## src/inc/fsq_pkg.sv

```systemverilog
// constants and types for the serial flash command sequencer
// assumes a 40 MHz core clock and a host-made serial clock
package fsq_pkg;
  typedef logic [23:0] fsq_addr_t;
  typedef logic [7:0]  fsq_byte_t;
  // ==========================================
  // opcodes
  localparam fsq_byte_t OP_WRAP = 8'h77;
  localparam fsq_byte_t OP_QWRD = 8'hE7;
  localparam fsq_byte_t OP_QRD  = 8'hEB;
  localparam fsq_byte_t OP_DISCOVERABLE_PARAMETERS = 8'h5A;
  localparam fsq_byte_t OP_PP   = 8'h02;
  localparam fsq_byte_t OP_WREN = 8'h06;
  localparam fsq_byte_t OP_RDSR = 8'h05;
  localparam fsq_byte_t OP_CRMR = 8'hFF;
  // ==========================================
  // fields and reset values
  localparam int        WRAP_DIS_POS = 0;
  localparam int        STAT_BSY_POS = 0;
  localparam int        STAT_WEL_POS = 1;
  localparam logic [2:0] WRAP_RST    = 3'h1;
  localparam logic       QE_RST      = 1'b1;
  localparam logic [1:0] CONT_ON     = 2'h2;
  localparam fsq_byte_t  ERASED      = 8'hFF;
  // phase lengths in serial clock rising edges
  localparam logic [5:0] LEN_OPC  = 6'h08;
  localparam logic [5:0] LEN_AQ   = 6'h06;
  localparam logic [5:0] LEN_AS   = 6'h18;
  localparam logic [5:0] LEN_MODE = 6'h02;
  localparam logic [5:0] LEN_DQW  = 6'h02;
  localparam logic [5:0] LEN_DQ   = 6'h04;
  localparam logic [5:0] LEN_DSF  = 6'h08;
  localparam logic [5:0] LEN_WRAP = 6'h20;
  // parameter table, 8 bytes, beyond reads erased
  localparam logic [63:0] DISCOVERABLE_PARAMETERS_TBL = 64'h5346_4450_0601_00FF;
  // ==========================================
  // timing
  localparam int CLK_MHZ       = 40;
  localparam int PROG_TIME_US  = 3000;
  localparam int PROG_CYCLES   = PROG_TIME_US * CLK_MHZ;
endpackage : fsq_pkg

```

## src/inc/fsq_if.sv

```systemverilog
// carriers between the sequencer and its buffers
// assumes all users sit on one core clock
`timescale 1ns/1ps
// ==========================================
// byte stream with valid and ready
interface fsq_strm_if;
  logic       valid;
  logic       ready;
  logic [7:0] data;
  modport src (output valid, output data, input ready);
  modport snk (input valid, input data, output ready);
endinterface : fsq_strm_if
// ==========================================
// page buffer ports
interface fsq_pbuf_if;
  logic       we;
  logic [7:0] waddr;
  logic [7:0] wdata;
  logic [7:0] raddr;
  logic [7:0] rdata;
  modport ctl (output we, waddr, wdata, raddr, input rdata);
  modport mem (input we, waddr, wdata, raddr, output rdata);
endinterface : fsq_pbuf_if

```

## src/hdl/fsq_fifo2.sv

```systemverilog
// two-entry byte buffer between array fetch and shifter
// assumes push and pop on the core clock; flush wins
`timescale 1ns/1ps
module fsq_fifo2 (
  input  wire logic i_clk,
  input  wire logic i_rst_n,
  input  wire logic i_flush,
  fsq_strm_if.snk   wr,
  fsq_strm_if.src   rd
);
  typedef struct packed {
    logic [7:0] d0;
    logic [7:0] d1;
    logic [1:0] n;
  } fsq_f_t;
  fsq_f_t q;
  fsq_f_t d;
  logic   push;
  logic   pop;
  // ready falls when full so the fetcher stalls
  assign wr.ready = (q.n != 2'h2);
  assign rd.valid = (q.n != 2'h0);
  assign rd.data  = q.d0;
  assign push     = wr.valid && wr.ready;
  assign pop      = rd.valid && rd.ready;
  // ==========================================
  always_comb begin
    d = q;
    if (pop) begin
      d.d0 = q.d1;
      d.n  = q.n - 2'h1;
    end
    if (push) begin
      if (d.n == 2'h0) d.d0 = wr.data;
      else d.d1 = wr.data;
      d.n = d.n + 2'h1;
    end
    if (i_flush) d.n = 2'h0;
  end
  always_ff @(posedge i_clk or negedge i_rst_n) begin
    if (!i_rst_n) q <= '0;
    else q <= d;
  end
endmodule : fsq_fifo2

```

## src/hdl/fsq_page_mem.sv

```systemverilog
// 256-byte page buffer, registered read
// assumes one writer and one reader on the core clock
`timescale 1ns/1ps
module fsq_page_mem (
  input  wire logic i_clk,
  input  wire logic i_rst_n,
  fsq_pbuf_if.mem   pb
);
  import fsq_pkg::*;
  typedef struct packed {
    logic [255:0][7:0] m;
    logic [7:0]        rd;
  } fsq_m_t;
  fsq_m_t q;
  fsq_m_t d;
  assign pb.rdata = q.rd;
  // ==========================================
  always_comb begin
    d = q;
    if (pb.we) d.m[pb.waddr] = pb.wdata;
    d.rd = q.m[pb.raddr];
  end
  // erased pattern at reset
  always_ff @(posedge i_clk or negedge i_rst_n) begin
    if (!i_rst_n) q <= {{256{ERASED}}, ERASED};
    else q <= d;
  end
endmodule : fsq_page_mem

```

## src/hdl/fsq_flash_seq.sv

```systemverilog
// serial flash command sequencer: wrap, quad reads, table read, program
// assumes host drives cs, serial clock 5 MHz max, array answers next clk
// Operation
// - 77h, 24 dummy bits, wrap byte captured
// - wrap on when disable bit 0; length 8/16/32/64 bytes
// - wrap setting applies to later quad reads in any page
// - wrap off after reset; another 77h with disable bit 1 turns it off
// - wrapped read loops inside aligned section until cs rises
// - E7h: host gives even address; two dummy clocks
// - read address steps by one per byte sent
// - quad reads need quad enable, set after reset
// - mode bits 10 let next access skip the opcode
// - continuous mode reset opcode clears the mode bits
// - 5Ah returns the parameter table
// - 02h programs 1..256 bytes only with write enable latch set
// - erased byte is FFh; unsupplied bytes stay erased
// - three address bytes, then data into page buffer
// - data past page end wraps to page start
// - over 256 bytes keeps the last 256
// - cs rise starts the timed write of buffered bytes
// - needs full address, one byte, byte boundary, else abort
// - protected target: no program, back to idle
// - aborts clear the write enable latch
// - busy during program; latch cleared before the end
// - busy flag 1 while programming, 0 when done
`timescale 1ns/1ps
module fsq_flash_seq #(
  parameter int P_PROG_CYCLES = fsq_pkg::PROG_CYCLES
) (
  input  wire logic              i_clk,
  input  wire logic              i_rst_n,
  input  wire logic              i_cs_n,
  input  wire logic              i_sck,
  input  wire logic [3:0]        i_io,
  input  wire logic              i_protected,
  input  wire logic              i_qe_load,
  input  wire logic              i_qe_value,
  input  wire fsq_pkg::fsq_byte_t i_arr_rdata,
  output logic [3:0]             o_io,
  output logic [3:0]             o_io_oe,
  output fsq_pkg::fsq_addr_t     o_arr_addr,
  output logic                   o_arr_rd,
  output logic                   o_arr_wr,
  output fsq_pkg::fsq_byte_t     o_arr_wdata,
  output logic                   o_busy,
  output logic                   o_wel,
  output logic                   o_quad_enable,
  output logic [2:0]             o_wrap_setting,
  output logic                   o_cont_mode
);
  import fsq_pkg::*;
  typedef enum logic [2:0] {
    S_IDLE, S_OPC, S_ADDR, S_MODE, S_DUMMY, S_DATA, S_WRAP, S_PGM
  } fsq_lnk_t;
  typedef enum logic [1:0] {P_IDLE, P_WRITE, P_WAIT} fsq_pg_t;
  typedef struct packed {
    logic [5:0]   sy1;
    logic [5:0]   sy2;
    logic [5:0]   sy3;
    fsq_lnk_t     st;
    logic         ign;
    fsq_byte_t    op;
    logic [5:0]   ph;
    logic [23:0]  sr;
    logic [2:0]   b3;
    logic         gotb;
    fsq_addr_t    pst;
    logic [7:0]   pidx;
    logic [255:0] vld;
    logic [2:0]   wrap;
    logic         qe;
    logic         write_enable_latch;
    logic         cont;
    fsq_byte_t    cop;
    fsq_addr_t    fa;
    logic         fe;
    logic         pend;
    fsq_byte_t    sh;
    logic [2:0]   bl;
    logic [3:0]   io;
    logic [3:0]   oe;
    fsq_pg_t      pg;
    logic [8:0]   pc;
    logic [23:0]  tmr;
    fsq_addr_t    aa;
    logic         ard;
    logic         awr;
    fsq_byte_t    awd;
  } fsq_st_t;
  localparam fsq_st_t ST_RST = '{sy1: '1, sy2: '1, sy3: '1, st: S_IDLE,
    pg: P_IDLE, wrap: WRAP_RST, qe: QE_RST, default: '0};
  fsq_st_t    q;
  fsq_st_t    d;
  logic       cs_rise;
  logic       cs_fall;
  logic       sk_rise;
  logic       sk_fall;
  logic       quad;
  logic       wrap_on;
  logic [7:0] msk;
  logic       pp_ok;
  logic [3:0] pin;
  fsq_byte_t  stat;
  fsq_byte_t  discoverable_parameters_b;
  fsq_strm_if u_fin ();
  fsq_strm_if u_fout ();
  fsq_pbuf_if u_pb ();
  // ==========================================
  // edges of the synchronised pins
  assign pin     = q.sy2[3:0];
  assign cs_rise = q.sy2[5] && !q.sy3[5];
  assign cs_fall = !q.sy2[5] && q.sy3[5];
  assign sk_rise = !q.sy2[5] && q.sy2[4] && !q.sy3[4];
  assign sk_fall = !q.sy2[5] && !q.sy2[4] && q.sy3[4];
  // wrap only for the two quad reads
  assign quad    = (q.op == OP_QWRD) || (q.op == OP_QRD);
  assign wrap_on = quad && !q.wrap[WRAP_DIS_POS];
  assign msk     = 8'((8'h08 << q.wrap[2:1]) - 8'h01);
  // program accepted only when whole, enabled and unprotected
  assign pp_ok   = q.gotb && (q.b3 == 3'h0) && q.write_enable_latch && !i_protected;
  // ==========================================
  // byte sources besides the array
  always_comb begin
    stat = 8'h00;
    stat[STAT_BSY_POS] = (q.pg != P_IDLE);
    stat[STAT_WEL_POS] = q.write_enable_latch;
    discoverable_parameters_b = (q.aa[23:3] == 21'h00_0000) ? DISCOVERABLE_PARAMETERS_TBL[8'(63 - 8 * q.aa[2:0]) -: 8]
                                         : ERASED;
  end
  // push one cycle after the fetch, array data is valid then
  assign u_fin.valid  = q.pend;
  assign u_fin.data   = (q.op == OP_RDSR) ? stat :
                        (q.op == OP_DISCOVERABLE_PARAMETERS) ? discoverable_parameters_b : i_arr_rdata;
  assign u_fout.ready = sk_fall && (q.st == S_DATA) && (q.bl == 3'h0);
  // page buffer fill from the link, drain by the program engine
  assign u_pb.we      = sk_rise && (q.st == S_PGM) && !q.ign && (q.b3 == 3'h7);
  assign u_pb.waddr   = q.pidx;
  assign u_pb.wdata   = {q.sr[6:0], pin[0]};
  assign u_pb.raddr   = q.pc[8:1];
  // ==========================================
  always_comb begin
    d     = q;
    d.sy1 = {i_cs_n, i_sck, i_io};
    d.sy2 = q.sy1;
    d.sy3 = q.sy2;
    d.ard = 1'b0;
    d.awr = 1'b0;
    d.pend = 1'b0;
    if (i_qe_load) d.qe = i_qe_value;
    // fetch ahead while the buffer has room
    if (q.fe && u_fin.ready && !q.pend) begin
      d.pend = 1'b1;
      d.ard  = quad;
      d.aa   = q.fa;
      if (q.op != OP_RDSR) begin
        d.fa = wrap_on ? {q.fa[23:8], (q.fa[7:0] & ~msk) | (8'(q.fa[7:0] + 8'h01) & msk)}
                       : 24'(q.fa + 24'h00_0001);
      end
    end
    // command boundary
    if (cs_rise) begin
      d.st   = S_IDLE;
      d.fe   = 1'b0;
      d.pend = 1'b0;
      d.oe   = 4'h0;
      d.ard  = 1'b0;
      if (!q.ign && q.op == OP_WREN && q.st == S_IDLE && q.b3 == 3'h0) d.write_enable_latch = 1'b1;
      if (!q.ign && q.op == OP_PP && q.st != S_OPC) begin
        if (q.st == S_PGM && pp_ok) begin
          d.pg = P_WRITE;
          d.pc = 9'h000;
        end else begin
          d.write_enable_latch = 1'b0;
        end
      end
    end else if (cs_fall) begin
      d.b3   = 3'h0;
      d.gotb = 1'b0;
      d.sr   = 24'h00_0000;
      d.ign  = 1'b0;
      if (q.cont && q.pg == P_IDLE) begin
        d.st = S_ADDR;
        d.op = q.cop;
        d.ph = LEN_AQ;
        d.ign = !q.qe;
      end else begin
        d.st = S_OPC;
        d.op = 8'h00;
        d.ph = LEN_OPC;
      end
    end else if (sk_rise) begin
      d.b3 = q.b3 + 3'h1;
      d.ph = q.ph - 6'h01;
      d.sr = quad && q.st != S_OPC ? {q.sr[19:0], pin} : {q.sr[22:0], pin[0]};
      unique case (q.st)
        S_OPC: if (q.ph == 6'h01) begin
          d.op = {q.sr[6:0], pin[0]};
          d.st = S_IDLE;
          if (q.pg != P_IDLE && d.op != OP_RDSR) d.ign = 1'b1;
          else unique case (d.op)
            OP_QWRD, OP_QRD: begin
              d.ign = !q.qe;
              d.st  = S_ADDR;
              d.ph  = LEN_AQ;
            end
            OP_DISCOVERABLE_PARAMETERS, OP_PP: begin
              d.st  = S_ADDR;
              d.ph  = LEN_AS;
              d.vld = '0;
            end
            OP_WRAP: begin
              d.st = S_WRAP;
              d.ph = LEN_WRAP;
            end
            OP_RDSR: begin
              d.st = S_DATA;
              d.fe = 1'b1;
              d.bl = 3'h0;
            end
            OP_CRMR: d.cont = 1'b0;
            default: d.ign = (d.op != OP_WREN);
          endcase
        end
        S_ADDR: if (q.ph == 6'h01 && !q.ign) begin
          if (q.op == OP_PP) begin
            d.pst  = d.sr;
            d.pidx = d.sr[7:0];
            d.st   = S_PGM;
          end else begin
            d.fa = d.sr;
            d.fe = 1'b1;
            d.st = quad ? S_MODE : S_DUMMY;
            d.ph = quad ? LEN_MODE : LEN_DSF;
          end
        end
        S_MODE: if (q.ph == 6'h01) begin
          d.cont = (d.sr[5:4] == CONT_ON);
          d.cop  = q.op;
          d.st   = S_DUMMY;
          d.ph   = (q.op == OP_QWRD) ? LEN_DQW : LEN_DQ;
        end
        S_DUMMY: if (q.ph == 6'h01) begin
          d.st = S_DATA;
          d.bl = 3'h0;
        end
        S_WRAP: if (q.ph == 6'h01) begin
          d.wrap = q.sr[5:3];
          d.st   = S_IDLE;
        end
        S_PGM: if (q.b3 == 3'h7 && !q.ign) begin
          d.gotb         = 1'b1;
          d.vld[q.pidx]  = 1'b1;
          d.pidx         = q.pidx + 8'h01;
        end
        default: d.ph = q.ph;
      endcase
    end else if (sk_fall && q.st == S_DATA) begin
      // new bits on the falling edge, host samples on the rising one
      if (q.bl == 3'h0) begin
        d.sh = u_fout.valid ? u_fout.data : ERASED;
        d.bl = quad ? 3'h1 : 3'h7;
      end else begin
        d.sh = q.sh;
        d.bl = q.bl - 3'h1;
      end
      d.io = quad ? d.sh[7:4] : {2'b00, d.sh[7], 1'b0};
      d.oe = quad ? 4'hF : 4'h2;
      d.sh = quad ? {d.sh[3:0], 4'h0} : {d.sh[6:0], 1'b0};
    end
    // ==========================================
    // self-timed program: even cycle reads buffer, odd writes array
    unique case (q.pg)
      P_IDLE: ;
      P_WRITE: begin
        if (q.pc[0] && q.vld[q.pc[8:1]]) begin
          d.awr = 1'b1;
          d.aa  = {q.pst[23:8], q.pc[8:1]};
          d.awd = u_pb.rdata;
        end
        d.pc = q.pc + 9'h001;
        if (q.pc == 9'h1FF) begin
          d.pg  = P_WAIT;
          d.tmr = 24'(P_PROG_CYCLES);
          d.write_enable_latch = 1'b0;
        end
      end
      P_WAIT: begin
        d.tmr = q.tmr - 24'h00_0001;
        if (q.tmr <= 24'h00_0001) d.pg = P_IDLE;
      end
      default: d.pg = P_IDLE;
    endcase
  end
  // ==========================================
  always_ff @(posedge i_clk or negedge i_rst_n) begin
    if (!i_rst_n) q <= ST_RST;
    else q <= d;
  end
  // ==========================================
  // buffers
  fsq_fifo2 u_fifo (
    .i_clk   (i_clk),
    .i_rst_n (i_rst_n),
    .i_flush (cs_rise),
    .wr      (u_fin.snk),
    .rd      (u_fout.src)
  );
  fsq_page_mem u_pmem (
    .i_clk   (i_clk),
    .i_rst_n (i_rst_n),
    .pb      (u_pb.mem)
  );
  // outputs straight from state flops
  assign o_io           = q.io;
  assign o_io_oe        = q.oe;
  assign o_arr_addr     = q.aa;
  assign o_arr_rd       = q.ard;
  assign o_arr_wr       = q.awr;
  assign o_arr_wdata    = q.awd;
  assign o_busy         = (q.pg != P_IDLE);
  assign o_wel          = q.write_enable_latch;
  assign o_quad_enable  = q.qe;
  assign o_wrap_setting = q.wrap;
  assign o_cont_mode    = q.cont;
endmodule : fsq_flash_seq

```

## config.mk

```make
export PLATFORM = sky130hd
export DESIGN_NAME = fsq_flash_seq
export DESIGN_NICKNAME = d
export VERILOG_FILES = /design/src/inc/fsq_pkg.sv /design/src/inc/fsq_if.sv /design/src/hdl/fsq_fifo2.sv /design/src/hdl/fsq_page_mem.sv /design/src/hdl/fsq_flash_seq.sv
export SDC_FILE = /design/constraint.sdc
export NUM_CORES = 2
export LEC_CHECK = 0
export BUFFER_PORTS_ARGS = -buffer_cell sky130_fd_sc_hd__buf_2
export CORE_AREA = 2 2 700 493
export DETAILED_ROUTE_END_ITERATION = 8
export DIE_AREA = 0 0 702 495
export PLACE_DENSITY = 0.54
export SKIP_LAST_GASP = 1
export SYNTH_ARGS = -nofsm -noshare
export SYNTH_HDL_FRONTEND = slang
export SYNTH_SLANG_ARGS = --single-unit
```

## constraint.sdc

```tcl
create_clock -name i_clk -period 4.4 [get_ports i_clk]
set_input_delay 0.44 -clock i_clk [delete_from_list [all_inputs] [get_ports i_clk]]
set_output_delay 0.44 -clock i_clk [all_outputs]
set_load 0.1 [all_outputs]
```

==> flow_summary_export.csv <==
group,metric,value,unit
run_status,status,"finished, violations left",
run_status,failed_checks,"slew limit",
pwr,p_leak,53.8,nW
cells_and_area,final_common_cell,"dfstp_2",
sta,setup_tns,0,ns
sta,period_share,0.961,
sta,post-route-min-period,4.23,ns
yosys,synth_top_family_by_area,"multiplexers",
sta,finalHoldViolations,0,
clocking,path_clk_slew,0.06,ns
worst_setup_path,r2r_cells,7,
pwr,p_seq_frac,0.496,
yosys,synth_seq_cells,2538,
sta,rsz0062_at_grt,"false",
cells_and_area,fill_cells,31500,
worst_hold_path,holdPathStages,3,
place,preCtsSetupSlack,0.170,ns
global_routing,grt_usage,0.197,
worst_setup_path,cp_slowest_stage_delay,0.84,ns
worst_hold_path,hold_path_class,"in2reg",
yosys,muxShareOfSynthArea,0.326,
clocking,htree_levels,4,
detailed_routing,viasPerCell,5.50,
worst_setup_path,path_buf_inv,2,
yosys,synth_area_per_cell,14.7,sq um
yosys,synth_compound_area_frac,0.0427,
yosys,yosys.area_share.simple,0.0450,
yosys,synthFlopType,"dfstp_2",
worst_setup_path,cp_slowest_cell,"dfrtp_4",
place,place_congestion,0.826,
detailed_routing,drtPass1Iterations,6,
floorplan,die_area,0.347,sq mm
clocking,cts.sinks,2538,
floorplan,rows,180,
worst_setup_path,cp-startpoint,"q[59]",
floorplan,die-width,702,microns
floorplan,io_pins,68,
worst_setup_path,crit_fanout,31,
clocking,clk_latency,0.94,ns
worst_hold_path,holdCritStartpoint,"i_arr_rdata[6]",
pwr,power_frac_clock,0.481,
worst_setup_path,worstPathCellList,"buf_12 -> buf_12 -> mux4_2 -> mux4_2 -> a22oi_1 -> a21oi_1 -> or4_1",
pwr,power_density,352,mW/mm^2
flow_run,cap_violations,0,
clocking,root_buffer,"clkbuf_16",
yosys,syn_area,0.119,sq mm
cells_and_area,final_cell_mix,"2071 x dfstp_2, 1966 x mux2_2, 682 x mux4_2",
place,dp_hpwl,218000,microns
worst_setup_path,crit_family,"multiplexers",
sta,timing.max_slew.rel_slack,-0.110,
clocking,numCtsBuffers,249,
global_routing,grt_overflow,0,
detailed_routing,ant_nets,0,
yosys,synth_cell_types,76,
worst_setup_path,critical_path_depth,7,
global_routing,grt_max_degree,249,
sta,finClkSkew,0.0580,ns
detailed_routing,drt-total-wl,344000,microns
sta,final_max_slew_viol_count,86,
worst_setup_path,worst_setup_path_end_kind,"register",
cells_and_area,area_growth,13.3,%
yosys,synth_edf_count,0,
floorplan,core,0.341,sq mm
sta,tightest_slew,1.66,ns
floorplan,die_y,495,microns
yosys,synth_fa_ha_area_frac,0.00253,
pwr,internal_power,36.9,mW
sta,layout_setup_ws,0.172,ns
cells_and_area,final_util,0.394,
yosys,async_reset_ff_frac,1.00,
worst_setup_path,rr_startpoint,"q[59]",
global_routing,grt_pass1_wl,517000,microns
sta,setup_viol,0,
worst_setup_path,cp.required,5.24,ns
pwr,p_sw,10.5,mW
clocking,clock_path_buffers,4,
yosys,synth-xor-area-share,0.00265,
pwr,total_power,47.5,mW
cells_and_area,nNetsFinal,8189,
yosys,synth_seq_area_share,0.556,
pwr,combPwrFrac,0.023,
pwr,swShare,0.222,
clocking,cts-resized-gates,0,
detailed_routing,drc,0,
sta,max_clock_freq,0.237,GHz
global_routing,grt_pass1_vias,74100,
detailed_routing,vias,70900,
place,io_buffers,67,
worst_setup_path,worstPathArrival,5.07,ns
yosys,synth_cells,8058,
clocking,cts_tree,"built",
detailed_routing,wl_per_cell,26.7,microns
worst_setup_path,setup.worst_path.class,"reg2reg",
cells_and_area,drive_gt1_frac,0.677,
global_routing,antenna_found_initial,21,
floorplan,start_util,0.348,
detailed_routing,drt_iter0_drc,5436,
pwr,ir_worst_vdd,0.384,mV
worst_setup_path,start_kind,"register",
yosys,synth_warnings,0,
yosys,mappedNetlistNets,8101,
worst min-delay path, cell delays in order:
cell and delay (ns):
buf_2 0.10, o221ai_1 0.22, o21ai_0 0.20
sequential cells by signal, summed over array words and instances (netlist names):
register / count
u_pmem.q: 2048
q: 397
o_arr_addr: 24
d: 12
u_fifo.q: 10
o_arr_wdata: 8
u_fifo.rd.data: 8
u_pb.waddr: 8
u_pmem.pb.rdata: 8
o_io: 4
o_wrap_setting: 3
o_io_oe: 2
o_arr_rd: 1
o_arr_wr: 1
o_cont_mode: 1
o_quad_enable: 1
o_wel: 1
u_fin.valid: 1
synthesized netlist by cell type, types with 8 or more instances:
library cell | number | area [sq um]
or2_2 | 14 | 87.6
dfstp_2 | 2072 | 54400
buf_1 | 34 | 128
clkbuf_1 | 444 | 1670
a22o_1 | 10 | 87.6
buf_6 | 11 | 124
buf_2 | 88 | 440
nand2_1 | 448 | 1680
nand2b_1 | 15 | 93.8
ha_1 | 24 | 300
o22ai_1 | 8 | 50.1
and2_1 | 11 | 68.8
mux4_1 | 17 | 447
o21a_1 | 250 | 1880
o31ai_1 | 13 | 97.6
xor2_1 | 16 | 140
a22oi_1 | 90 | 676
or3_1 | 12 | 75.1
or4_1 | 19 | 143
nor2_1 | 566 | 2120
inv_1 | 35 | 131
dfrtp_1 | 466 | 11700
o21ai_0 | 257 | 1290
nand4_1 | 19 | 119
mux2_2 | 1966 | 22100
nor2b_1 | 17 | 106
nor3_1 | 31 | 155
a31oi_1 | 18 | 113
a21oi_1 | 82 | 410
mux4_2 | 682 | 15400
nand3_1 | 56 | 280
nor4_1 | 22 | 138
xnor2_1 | 20 | 175
buf_4 | 57 | 428
mux2i_1 | 76 | 761
what timing repair did:
action | CTS | global route
hold buffers | 15 | 0
setup buffers | 0 | 0
hold endpoints to repair | 46 | 0
power groups by stage:
stage	logic (mW)	registers [mW]	clock network, mW
after floorplan	0.323	23.9	0
after global placement	1.05	23.9	0
after detailed placement	1.09	23.9	0
after CTS	1.10	23.6	23.4
after global routing	1.20	23.6	24.4
final	1.07	23.6	22.8
path summary, 6_finish.rpt:
check,slack [ns],end
worst max-delay path,0.17,u_pmem.pb.rdata[2]
worst min-delay path,0.08,u_fifo.q[8]
worst max register to register,0.17,u_pmem.pb.rdata[2]
worst min register to register,0.35,d[465]
max in group asynchronous,2.68,u_pmem.q[862]
min in group asynchronous,0.13,q[77]
stage by stage:
stage	hold slack, ns	instances	cell area, sq um
3_5_place_dp	0.350	12400	126000
2_1_floorplan	0.144	8058	119000
3_3_place_gp	0.347	12400	126000
4_1_cts	0.00904	12900	135000
5_1_grt	0.131	12900	135000
6_report	0.0773	12900	135000
final cells by class:
cell class / count / area, sq um / area share
diodes: 7 / 17.5 / 0.000130
well taps: 4550 / 5690 / 0.0423
flip-flops and latches: 2538 / 66100 / 0.491
multi-input cells: 4846 / 49900 / 0.370
repair buffers: 473 / 4170 / 0.0310
clock inverters: 101 / 1320 / 0.00976
inverters: 38 / 153 / 0.00113
clock buffers: 350 / 7320 / 0.0543
layer usage:
layer  wire [microns]  up-vias  GRT usage
met4             7010       10     0.0423
met1           168000    39000      0.301
met3            19600      427     0.0359
met2           150000     1725      0.291
li1                 -    29800          -
met5               73        -          0
cells by family after synthesis:
logic type      count (synthesis)
compound gates                782
buf+inv                       674
mux                          2742
fa+ha+maj                      24
flops                        2538
xor+xnor                       36
simple gates                 1262
(Power assumes the default switching activity.)
